<file path="config.mk">
export PLATFORM = sky130hd
export DESIGN_NAME = dac_bus_host
export DESIGN_NICKNAME = d
export VERILOG_FILES = /design/src/design/dac_port_pkg.sv /design/src/design/pulse_timer.sv /design/src/design/dac_bus_host.sv
export SDC_FILE = /design/constraint.sdc
export NUM_CORES = 1
export LEC_CHECK = 0
export ABC_AREA = 1
export BUFFER_PORTS_ARGS = -buffer_cell sky130_fd_sc_hd__buf_2
export CAP_MARGIN = 10
export CORE_MARGIN = 8
export CORE_UTILIZATION = 35
export DETAILED_ROUTE_END_ITERATION = 16
export GPL_ROUTABILITY_DRIVEN = 0
export PLACE_DENSITY_LB_ADDON = 0.1
export SKIP_LAST_GASP = 1
export SLEW_MARGIN = 20
export SYNTH_ARGS = -nofsm -noshare
export SYNTH_HDL_FRONTEND = slang
export SYNTH_SLANG_ARGS = --single-unit
</file>
<file path="constraint.sdc">
create_clock -name mclk -period 1.3 [get_ports mclk]
set_input_delay 0.195 -clock mclk [delete_from_list [all_inputs] [get_ports mclk]]
set_output_delay 0.195 -clock mclk [all_outputs]
set_load 0.05 [all_outputs]
</file>
<file path="src/design/dac_port_pkg.sv">
// Purpose: Shared constants for the converter write-port host controller
// Assumes: 25 MHz mclk, 40 ns period
// Notes: Pin timing minimums are rounded up to whole clock cycles; the host gives setup one cycle, not SETUP_CYC
package dac_port_pkg;
  localparam int DATA_W = 16;
  localparam int MSB_POS = 15;
  localparam int LSB_POS = 0;
  localparam int CLK_PERIOD_NS = 40;
  localparam int SETUP_NS = 50;
  localparam int HOLD_NS = 10;
  localparam int WRITE_NS = 50;
  localparam int WRITE_SINGLE_NS = 80;
  localparam int CLEAR_NS = 200;
  localparam int SETUP_CYC = (SETUP_NS + CLK_PERIOD_NS - 1) / CLK_PERIOD_NS;
  localparam int HOLD_CYC = (HOLD_NS + CLK_PERIOD_NS - 1) / CLK_PERIOD_NS;
  localparam int WRITE_CYC = (WRITE_NS + CLK_PERIOD_NS - 1) / CLK_PERIOD_NS;
  localparam int WRITE_SINGLE_CYC = (WRITE_SINGLE_NS + CLK_PERIOD_NS - 1) / CLK_PERIOD_NS;
  localparam int CLEAR_CYC = (CLEAR_NS + CLK_PERIOD_NS - 1) / CLK_PERIOD_NS;
  localparam int CNT_W = 4;
  localparam logic [15:0] CODE_POS_FULL = 16'h7fff;
  localparam logic [15:0] CODE_NEG_FULL = 16'h8000;
  localparam logic [15:0] CODE_ZERO = 16'h0000;
  localparam logic [1:0] OP_LOAD = 2'h0;
  localparam logic [1:0] OP_UPDATE = 2'h1;
  localparam logic [1:0] OP_BOTH = 2'h2;
  localparam logic [1:0] OP_CLEAR = 2'h3;
endpackage

</file>
<file path="src/design/pulse_timer.sv">
// Purpose: Down-counter that marks when a programmed number of cycles has passed
// Assumes: load and ce come from mclk logic
// Notes: done is high while the count is zero
module pulse_timer #(
  parameter int W = 4
) (
  input wire logic mclk,
  input wire logic rst,
  input wire logic ce,
  input wire logic load,
  input wire logic [W-1:0] value,
  output logic done
);
  typedef struct packed {
    logic [W-1:0] count;
  } timer_state_t;
  timer_state_t st_reg;
  timer_state_t st_next;
  always_comb begin
    st_next = st_reg;
    if (load) begin
      st_next.count = value;
    end else if (st_reg.count != '0) begin
      st_next.count = st_reg.count - 1'b1;
    end
  end
  always_ff @(posedge mclk) begin
    if (rst) begin
      st_reg <= '0;
    end else if (ce) begin
      st_reg <= st_next;
    end
  end
  // Done must not look at load: the host loads on done, and that would loop
  assign done = (st_reg.count == '0);
endmodule

</file>
<file path="src/design/dac_bus_host.sv">
// Purpose: Host that drives the converter's 16-bit double-buffered write port
// Assumes: One request at a time; cmdReady high means a request is taken
// Notes: All pin outputs are registered; control pins idle high
//////////////////////////////////////////////////////////////////////////////
// Functional notes
// - All control pins driven active low
// - Data bit 15 is most significant
// - Words are two's complement codes
// - Load inputs first, then update together
// - Strobe low 50 ns, 80 ns single-buffered
module dac_bus_host #(
  parameter int DATA_WIDTH = dac_port_pkg::DATA_W
) (
  input wire logic mclk,
  input wire logic rst,
  input wire logic ce,
  input wire logic cmdValid,
  input wire logic [1:0] cmdOp,
  input wire logic [DATA_WIDTH-1:0] cmdData,
  output logic cmdReady,
  output logic busy,
  output logic [DATA_WIDTH-1:0] dataBus,
  output logic writeStrobeN,
  output logic inputLatchSelN,
  output logic outputLatchSelN,
  output logic zeroOutputN
);
  typedef enum {S_IDLE, S_SETUP, S_STROBE, S_HOLD, S_CLEAR} host_state_t;
  typedef struct packed {
    host_state_t fsm;
    logic [DATA_WIDTH-1:0] data;
    logic wrN;
    logic inSelN;
    logic outSelN;
    logic clrN;
    logic single;
  } host_t;
  host_t st_reg;
  host_t st_next;
  logic timerLoad;
  logic [dac_port_pkg::CNT_W-1:0] timerValue;
  logic timerDone;

  // One shared down-counter times the strobe, the hold and the clear in turn
  pulse_timer #(.W(dac_port_pkg::CNT_W)) u_timer (
    .mclk(mclk),
    .rst(rst),
    .ce(ce),
    .load(timerLoad),
    .value(timerValue),
    .done(timerDone)
  );

  function automatic logic [1:0] selsFor(input logic [1:0] op);
    // Returns {outSelN, inSelN}
    case (op)
      dac_port_pkg::OP_LOAD: selsFor = 2'b10;
      dac_port_pkg::OP_UPDATE: selsFor = 2'b01;
      dac_port_pkg::OP_BOTH: selsFor = 2'b00;
      default: selsFor = 2'b11;
    endcase
  endfunction

  // Ready is combinational so a request is taken on the first free edge
  assign cmdReady = (st_reg.fsm == S_IDLE) && ce;

  //////////////////////////////////////////////////////////////////////////////
  // Request decode and pin sequencing; pins change only on an enabled edge or on a reset edge
  always_comb begin
    st_next = st_reg;
    timerLoad = 1'b0;
    timerValue = '0;
    case (st_reg.fsm)
      S_IDLE: begin
        if (cmdValid) begin
          if (cmdOp == dac_port_pkg::OP_CLEAR) begin
            // Clear ignores the data word; both latches go to bipolar zero
            st_next.clrN = 1'b0;
            timerLoad = 1'b1;
            timerValue = dac_port_pkg::CNT_W'(dac_port_pkg::CLEAR_CYC - 1);
            st_next.fsm = S_CLEAR;
          end else begin
            // MSB of the word lands on pin bit 15, two's complement as given
            st_next.data = cmdData;
            {st_next.outSelN, st_next.inSelN} = selsFor(cmdOp);
            st_next.single = (cmdOp == dac_port_pkg::OP_BOTH);
            timerLoad = 1'b1;
            timerValue = '0;
            st_next.fsm = S_SETUP;
          end
        end
      end
      S_SETUP: begin
        // Selects and data settle one cycle ahead of the strobe edge
        st_next.wrN = 1'b0;
        timerLoad = 1'b1;
        timerValue = st_reg.single ?
            dac_port_pkg::CNT_W'(dac_port_pkg::WRITE_SINGLE_CYC - 1) :
            dac_port_pkg::CNT_W'(dac_port_pkg::WRITE_CYC - 1);
        st_next.fsm = S_STROBE;
      end
      S_STROBE: begin
        if (timerDone) begin
          // Rising strobe closes the latch; selects and data stay a hold cycle
          st_next.wrN = 1'b1;
          timerLoad = 1'b1;
          timerValue = dac_port_pkg::CNT_W'(dac_port_pkg::HOLD_CYC - 1);
          st_next.fsm = S_HOLD;
        end
      end
      S_HOLD: begin
        if (timerDone) begin
          // Both selects rise together once the latch is already closed
          st_next.inSelN = 1'b1;
          st_next.outSelN = 1'b1;
          st_next.fsm = S_IDLE;
        end
      end
      S_CLEAR: begin
        if (timerDone) begin
          // Clear width is counted in enabled cycles, so a frozen enable stretches it
          st_next.clrN = 1'b1;
          st_next.fsm = S_IDLE;
        end
      end
      default: st_next.fsm = S_IDLE;
    endcase
  end

  // Every control pin is actively driven high when idle, so a floating
  // (asserted) level never reaches the converter
  always_ff @(posedge mclk) begin
    if (rst) begin
      st_reg.fsm <= S_IDLE;
      st_reg.data <= '0;
      st_reg.wrN <= 1'b1;
      st_reg.inSelN <= 1'b1;
      st_reg.outSelN <= 1'b1;
      st_reg.clrN <= 1'b1;
      st_reg.single <= 1'b0;
    end else if (ce) begin
      st_reg <= st_next;
    end
  end

  assign busy = (st_reg.fsm != S_IDLE);
  assign dataBus = st_reg.data;
  assign writeStrobeN = st_reg.wrN;
  assign inputLatchSelN = st_reg.inSelN;
  assign outputLatchSelN = st_reg.outSelN;
  assign zeroOutputN = st_reg.clrN;

  //////////////////////////////////////////////////////////////////////////////
  // Low-time counter for the strobe, used by the assertions below
  logic [3:0] wrLowCnt;
  always_ff @(posedge mclk) begin
    if (rst) begin
      wrLowCnt <= '0;
    end else if (ce) begin
      wrLowCnt <= writeStrobeN ? 4'h0 : wrLowCnt + 4'h1;
    end
  end

  // Low time is counted in enabled cycles only, so a frozen enable stretches
  // the strobe without tripping these checks
  AST_WR_MIN: assert property (@(posedge mclk) disable iff (rst)
    $rose(writeStrobeN) |-> wrLowCnt >= 4'(dac_port_pkg::WRITE_CYC))
    else $error("write strobe low too short");

  AST_WR_SINGLE: assert property (@(posedge mclk) disable iff (rst)
    ($rose(writeStrobeN) && !outputLatchSelN && !inputLatchSelN) |->
    wrLowCnt >= 4'(dac_port_pkg::WRITE_SINGLE_CYC))
    else $error("single-buffered strobe too short");
  AST_SEL_DURING_WR: assert property (@(posedge mclk) disable iff (rst)
    !writeStrobeN |-> (!inputLatchSelN || !outputLatchSelN))
    else $error("strobe low with no select");
  AST_SEL_HOLD: assert property (@(posedge mclk) disable iff (rst)
    ($rose(writeStrobeN) && ce) |-> ($stable(inputLatchSelN) && $stable(outputLatchSelN)))
    else $error("select changed at strobe release");
  AST_DATA_STABLE: assert property (@(posedge mclk) disable iff (rst)
    !writeStrobeN |-> $stable(dataBus))
    else $error("data moved during strobe");

  // Clear is a command of its own and never overlaps a write
  AST_CLEAR_WIDTH: assert property (@(posedge mclk) disable iff (rst || !ce)
    $fell(zeroOutputN) |-> !zeroOutputN [*5])
    else $error("clear pulse too short");
  AST_CLEAR_ISOLATED: assert property (@(posedge mclk) disable iff (rst)
    !zeroOutputN |-> (writeStrobeN && inputLatchSelN && outputLatchSelN))
    else $error("write activity during clear");
  AST_IDLE_HIGH: assert property (@(posedge mclk) disable iff (rst)
    !busy |-> (writeStrobeN && zeroOutputN && inputLatchSelN && outputLatchSelN))
    else $error("control pin low while idle");
  AST_SETUP: assert property (@(posedge mclk) disable iff (rst || !ce)
    $fell(writeStrobeN) |->
    ($past(inputLatchSelN) == 1'b0 || $past(outputLatchSelN) == 1'b0))
    else $error("select not set up before strobe");

  // Selects open one enabled cycle after the strobe closes the latch
  AST_SEL_RELEASE: assert property (@(posedge mclk) disable iff (rst || !ce)
    ($rose(writeStrobeN) && ce) |=> (inputLatchSelN && outputLatchSelN))
    else $error("select held past the hold cycle");
  AST_DATA_HOLD: assert property (@(posedge mclk) disable iff (rst)
    $rose(writeStrobeN) |-> $stable(dataBus))
    else $error("data moved as the strobe closed");

  // Main scenarios: load, update, single-buffered write, clear, frozen enable
  COV_LOAD: cover property (@(posedge mclk)
    $fell(writeStrobeN) && !inputLatchSelN && outputLatchSelN);
  COV_UPDATE: cover property (@(posedge mclk)
    $fell(writeStrobeN) && inputLatchSelN && !outputLatchSelN);
  COV_BOTH: cover property (@(posedge mclk)
    $fell(writeStrobeN) && !inputLatchSelN && !outputLatchSelN);
  COV_CLEAR: cover property (@(posedge mclk) $rose(zeroOutputN));
  COV_FROZEN: cover property (@(posedge mclk) !ce && !writeStrobeN);
endmodule

</file>
==> impl_metrics.env, run 1 <==
export IMPL_outcome="complete, but fails checks"
export IMPL_violations="setup timing"
export IMPL_cts_tree="yes"
export IMPL_cts_sinks=27
export IMPL_dp_slack_ns=-0.106
export IMPL_via_count=1374
export IMPL_cellPowerDensity_nw_per_um2=1370
export IMPL_cts_reportedPaths_clkPinSlew_ns=0.09
export IMPL_syn_instance_count=202
export IMPL_syn_mean_instance_area_um2=7.07
export IMPL_grt_ovfl_total=0
export IMPL_synth_area_top_cells="dfxtp_1 (38%), nor2_1 (13%), nand2_1 (8.9%), buf_4 (8.4%), nand3_1 (6.3%)"
export IMPL_drc=0
export IMPL_final_hold_viol_count=0
export IMPL_clockRootBuffer="clkbuf_8"
export IMPL_hold_slack_ns=0.132
export IMPL_start_util_pct=35.9
export IMPL_required_ns=1.11
export IMPL_die_area_um2=6380
export IMPL_grt_pass1_vias=1309
export IMPL_clock_latency_ns=0.28
export IMPL_slew_headroom_pct=83.0
export IMPL_core_um2=3970
export IMPL_period_share_pct=105
export IMPL_p_leak_nw=0.965
export IMPL_hold_buffers=0
export IMPL_h_tree_depth=1
export IMPL_dp_hpwl_um=2630
export IMPL_min_path_type="input pin to flop"
export IMPL_cp_start_kind="flop"
export IMPL_utilization_pct=48.5
export IMPL_synth_seq_cells=27
export IMPL_antenna_left=0
export IMPL_yosysSeqAreaShare_pct=37.9
export IMPL_critPathArrivalTime_ns=1.17
export IMPL_worst_slew_pin_slew_ns=0.256
export IMPL_num_rows=23
export IMPL_vias_per_cell=4.50
export IMPL_die_x_um=79.9
export IMPL_crit_type="flop to primary output"
export IMPL_synth_nets=228
export IMPL_die_h_um=79.9
export IMPL_setup_ws_ns=-0.0651
export IMPL_finalNetCount=282
export IMPL_numCtsBuffers=3
export IMPL_post_dp_cell_area_um2=1720
export IMPL_port_buffers=43
export IMPL_drt_total_wl_um=3650
export IMPL_peakVddDrop_mv=0.539
export IMPL_netlist_area_um2=1430
export IMPL_drt_first_pass_iters=4
export IMPL_wl_per_cell_um=12.0
export IMPL_grt_pass1_wl_um=5940
export IMPL_clock_path_buffers=2
export IMPL_grt_total_usage_pct=11.3
export IMPL_tns_ns=-0.110
export IMPL_finalSetupViolCount=3
export IMPL_report_final_slew_viol_count=0
export IMPL_cp_end_kind="primary output"
export IMPL_drv_cap=0
export IMPL_ios=44
export IMPL_yosysTopAreaCell="dfxtp_1"
export IMPL_yosys_warnings=0
export IMPL_crit_path_max_fanout=3
export IMPL_max_freq_mhz=733
export IMPL_mostFrequentLayoutCells="nor2_1 (47), buf_2 (41), nand2_1 (29)"
export IMPL_grt_antenna_before_repair=0
export IMPL_ys_types=22
export IMPL_skew_ns=0.00371
export IMPL_yosys_area_top_type_share_pct=37.9
export IMPL_drive_gt1_share_pct=40.8
export IMPL_antenna_cells=0
export IMPL_syn_to_final_growth_pct=34.8
export IMPL_grt_start_max_net_pins=18
export IMPL_stdcell_area_um2=1920
export IMPL_largest_register_ffs=16
export IMPL_fin_crit_ns=1.37
export IMPL_rsz0062_at_grt="true"
export IMPL_final_common_cell="nor2_1"
export IMPL_dr_first_iter_drc_count=46
[what timing repair did]
item                                    4_1_cts  5_1_grt
pin swaps                                     2       10
gates resized for setup                      20       20
buffers inserted                              1        3
hold endpoints to repair                      0        0
endpoints found under the setup margin       29       29
[routing by layer]
layer / vias up / track usage, % / wire length (µm)
met5: - / 0 / 0
met1: 605 / 14.8 / 1790
met3: 5 / 2.48 / 203
met2: 31 / 17.8 / 1610
li1: 733 / - / -
met4: 0 / 3.27 / 40
[metrics by stage]
stage / instances / power [W]
after floorplan: 202 / 0.00173
after global placement: 297 / 0.00201
after detailed placement: 297 / 0.00201
after CTS: 302 / 0.00256
after global routing: 305 / 0.00281
final: 305 / 0.00263
[cell usage after synthesis, drive strengths merged]
cell type / number
nand3b: 2
nand4: 2
nor3: 2
dfxtp: 27
nand3: 19
a21oi: 2
nor2: 53
inv: 15
ha: 4
clkbuf: 2
o21ai: 20
buf: 18
nand2: 35
xor2: 1
[path summary, 6_finish.rpt]
| path | start | to | slack (ns) | cells after the start |
|---|---|---|---|---|
| setup / recovery | st_reg[21]$_SDFFE_PP0P_ | cmdReady | -0.07 | 4 |
| hold / removal | rst | st_reg[23]$_SDFFE_PP0P_ | 0.13 | 2 |
| setup reg to reg | st_reg[21]$_SDFFE_PP0P_ | st_reg[22]$_SDFFE_PP0P_ | -0.03 | 8 |
| hold reg to reg | outputLatchSelN$_SDFFE_PP1P_ | outputLatchSelN$_SDFFE_PP1P_ | 0.46 | 2 |
[kinds of logic after synthesis]
family	after synthesis	share of synthesized area, %
flops	27	37.9
fa+ha+maj	4	3.51
compound gates	22	7.71
xor+xnor	1	0.614
simple gates	113	34.9
buf+inv	35	15.4
[worst max-delay path: stages, from the launching register on]
cell and delay, ns:
dfxtp_4 0.37, nor2_4 0.17, nand2_2 0.10, nor2_4 0.10
buf_8 0.15
[power by group]
part,internal (W),switching (W)
combinational,0.000458,0.000716
clock,0.000215,0.000274
sequential,0.000917,0.0000510
total,0.00159,0.00104
[cell type report]
| cell class | count | area [µm²] |
|---|---|---|
| sequential | 27 | 553 |
| tap | 50 | 62.6 |
| clock buffer | 3 | 41.3 |
| inverter | 15 | 66.3 |
| clock inverter | 1 | 5.00 |
| timing repair buffer | 69 | 427 |
| multi-input combinational | 140 | 769 |
| fill | 424 | 2050 |
(Power assumes the default switching activity.)
==> inputs of run 2 (changes only) <==
--- a/config.mk
+++ b/config.mk
@@ -8,7 +8,7 @@
 export ABC_AREA = 1
 export BUFFER_PORTS_ARGS = -buffer_cell sky130_fd_sc_hd__buf_2
 export CAP_MARGIN = 10
-export CORE_MARGIN = 8
+export CORE_MARGIN = 3
 export CORE_UTILIZATION = 35
 export DETAILED_ROUTE_END_ITERATION = 16
 export GPL_ROUTABILITY_DRIVEN = 0
==> run 2 against run 1 <==
Die area shrank 23%. Critical path depth grew 4. The run still ends with setup timing left. Sequential power grew 0.4%. Largest cell class unchanged.
==> impl_metrics.env, run 2 (synthesized netlist as in run 1, its figures left out) <==
export IMPL_cts_sinks=27
export IMPL_ios=44
export IMPL_core_um2=3800
export IMPL_path_delay_family="flip-flops"
export IMPL_finalNetCount=285
export IMPL_max_freq_mhz=730
export IMPL_p_leak_nw=0.981
export IMPL_worst_slew_pin_slew_ns=0.361
export IMPL_cp_end_kind="flop"
export IMPL_clock_latency_ns=0.28
export IMPL_crit_path_max_fanout=8
export IMPL_grt_antenna_before_repair=0
export IMPL_cp_start_kind="flop"
export IMPL_clock_path_buffers=2
export IMPL_finalSetupViolCount=20
export IMPL_min_from="rst"
export IMPL_grt_pass1_wl_um=5850
export IMPL_p_switching_w=0.00106
export IMPL_syn_to_final_growth_pct=38.4
export IMPL_multi_input_area_um2=806
export IMPL_die_h_um=69.9
export IMPL_cellPowerDensity_nw_per_um2=1330
export IMPL_rr_worst_depth=8
export IMPL_p_seq_share_pct=36.9
export IMPL_swShare_pct=40.3
export IMPL_power_w=0.00263
export IMPL_largest_register_ffs=16
export IMPL_hold_slack_ns=0.110
export IMPL_slew_headroom_pct=75.9
export IMPL_min_path_cells=2
export IMPL_period_share_pct=105
export IMPL_grt_total_usage_pct=14.3
export IMPL_crit_top_cell="buf_4"
export IMPL_violations="setup timing"
export IMPL_start_util_pct=37.6
export IMPL_die_x_um=69.9
export IMPL_final_hold_viol_count=0
export IMPL_die_area_um2=4880
export IMPL_num_rows=22
export IMPL_stdcell_count=306
export IMPL_setup_ws_ns=-0.0705
export IMPL_antenna_cells=0
export IMPL_rsz0062_at_grt="true"
export IMPL_seq_area_um2=551
export IMPL_final_common_cell="nor2_1"
export IMPL_numCtsBuffers=3
export IMPL_hold_buffers=0
export IMPL_grt_ovfl_total=0
export IMPL_vias_per_cell=4.76
export IMPL_post_dp_cell_area_um2=1680
export IMPL_port_buffers=43
export IMPL_drt_first_pass_iters=5
export IMPL_cpPeakStageDelay_ns=0.38
export IMPL_cts_tree="yes"
export IMPL_via_count=1458
export IMPL_tns_ns=-0.758
export IMPL_p_int_w=0.00157
export IMPL_dp_hpwl_um=2470
export IMPL_cts_reportedPaths_clkPinSlew_ns=0.09
export IMPL_pwr_share_clk_pct=18.6
export IMPL_antenna_left=0
export IMPL_grt_pass1_vias=1342
export IMPL_fin_crit_ns=1.37
export IMPL_peakVddDrop_mv=0.667
export IMPL_grt_start_max_net_pins=18
export IMPL_critPathArrivalTime_ns=1.55
export IMPL_holdPathEnd="st_reg[23]$_SDFFE_PP0P_"
export IMPL_drc=0
export IMPL_r2r_slack_ns=-0.07
export IMPL_required_ns=1.48
export IMPL_drt_total_wl_um=3580
export IMPL_cp_slowest_cell="dfxtp_4"
export IMPL_min_path_type="input pin to flop"
export IMPL_dr_first_iter_drc_count=58
export IMPL_h_tree_depth=1
export IMPL_r2r_end="dataBus[9]$_SDFFE_PP0P_"
export IMPL_path_buf_inv=3
export IMPL_p_comb_share_pct=44.5
export IMPL_numPlacedInstances=290
export IMPL_crit_type="flop to flop"
export IMPL_wl_per_cell_um=11.7
export IMPL_n_fill_cell=405
export IMPL_stdcell_area_um2=1980
export IMPL_clockRootBuffer="clkbuf_8"
export IMPL_drv_cap=0
export IMPL_crit_chain="inv_4, buf_4, nand3_4, nor2_4, buf_4, nand2_8, o21ai_0, nor2_1"
export IMPL_report_final_slew_viol_count=0
export IMPL_skew_ns=0.00368
export IMPL_mostFrequentLayoutCells="nor2_1 (46), buf_2 (41), buf_4 (26)"
export IMPL_outcome="complete, but fails checks"
export IMPL_r2r_start="st_reg[23]$_SDFFE_PP0P_"
export IMPL_drive_gt1_share_pct=43.8
run 2: how the worst max path moves through the flow:
| stage | from | to | slack (ns) | cells past startpoint |
|---|---|---|---|---|
| finish | st_reg[23]$_SDFFE_PP0P_ | dataBus[9]$_SDFFE_PP0P_ | -0.07 | 8 |
| global route | st_reg[22]$_SDFFE_PP0P_ | dataBus[3]$_SDFFE_PP0P_ | -0.14 | 7 |
| CTS | st_reg[22]$_SDFFE_PP0P_ | cmdReady | -0.06 | 4 |
| detailed placement | st_reg[23]$_SDFFE_PP0P_ | writeStrobeN$_SDFFE_PP1P_ | -0.1 | 6 |
| global placement | st_reg[23]$_SDFFE_PP0P_ | writeStrobeN$_SDFFE_PP1P_ | -0.13 | 6 |
| floorplan | st_reg[21]$_SDFFE_PP0P_ | cmdReady | 0.004 | 3 |
run 2: layout make-up:
type,count,share of cell area [%]
clock inverter,1,0.380
inverter,15,3.61
tap,48,3.04
multi-input combinational,142,40.8
timing repair inverter,1,0.823
sequential,27,27.9
timing repair buffer,69,21.4
clock buffer,3,2.09
run 2: power by group through the flow:
stage / registers (W) / clock network (W) / logic (W)
2_1_floorplan: 0.00102 / 0 / 0.000710
3_3_place_gp: 0.000986 / 0 / 0.000972
3_5_place_dp: 0.000988 / 0 / 0.000970
4_1_cts: 0.000969 / 0.000514 / 0.00103
5_1_grt: 0.000987 / 0.000552 / 0.00132
6_report: 0.000972 / 0.000490 / 0.00117
run 2: timing repair:
item                                   4_1_cts  5_1_grt
endpoints found under the hold margin        0        0
pin swaps                                    4        9
setup endpoints to repair                   28       29
gates cloned                                 0        3
buffers inserted                             6        3
gates resized for setup                     13       38
run 2: metrics by stage:
step | util [%] | worst slack (ns)
final | 52.0 | -0.0705
after global routing | 52.0 | -0.140
after CTS | 47.5 | -0.0622
after detailed placement | 44.3 | -0.0960
after global placement | 44.3 | -0.130
after floorplan | - | 0.00379
run 2: per-layer routing:
metal  part of all wire, %  wire length, µm  track usage [%]
met1                    42             1490             17.8
met2                    49             1750             24.3
met3                   6.5              233             3.02
met4                   3.0              106             4.47
met5                     0                0                0
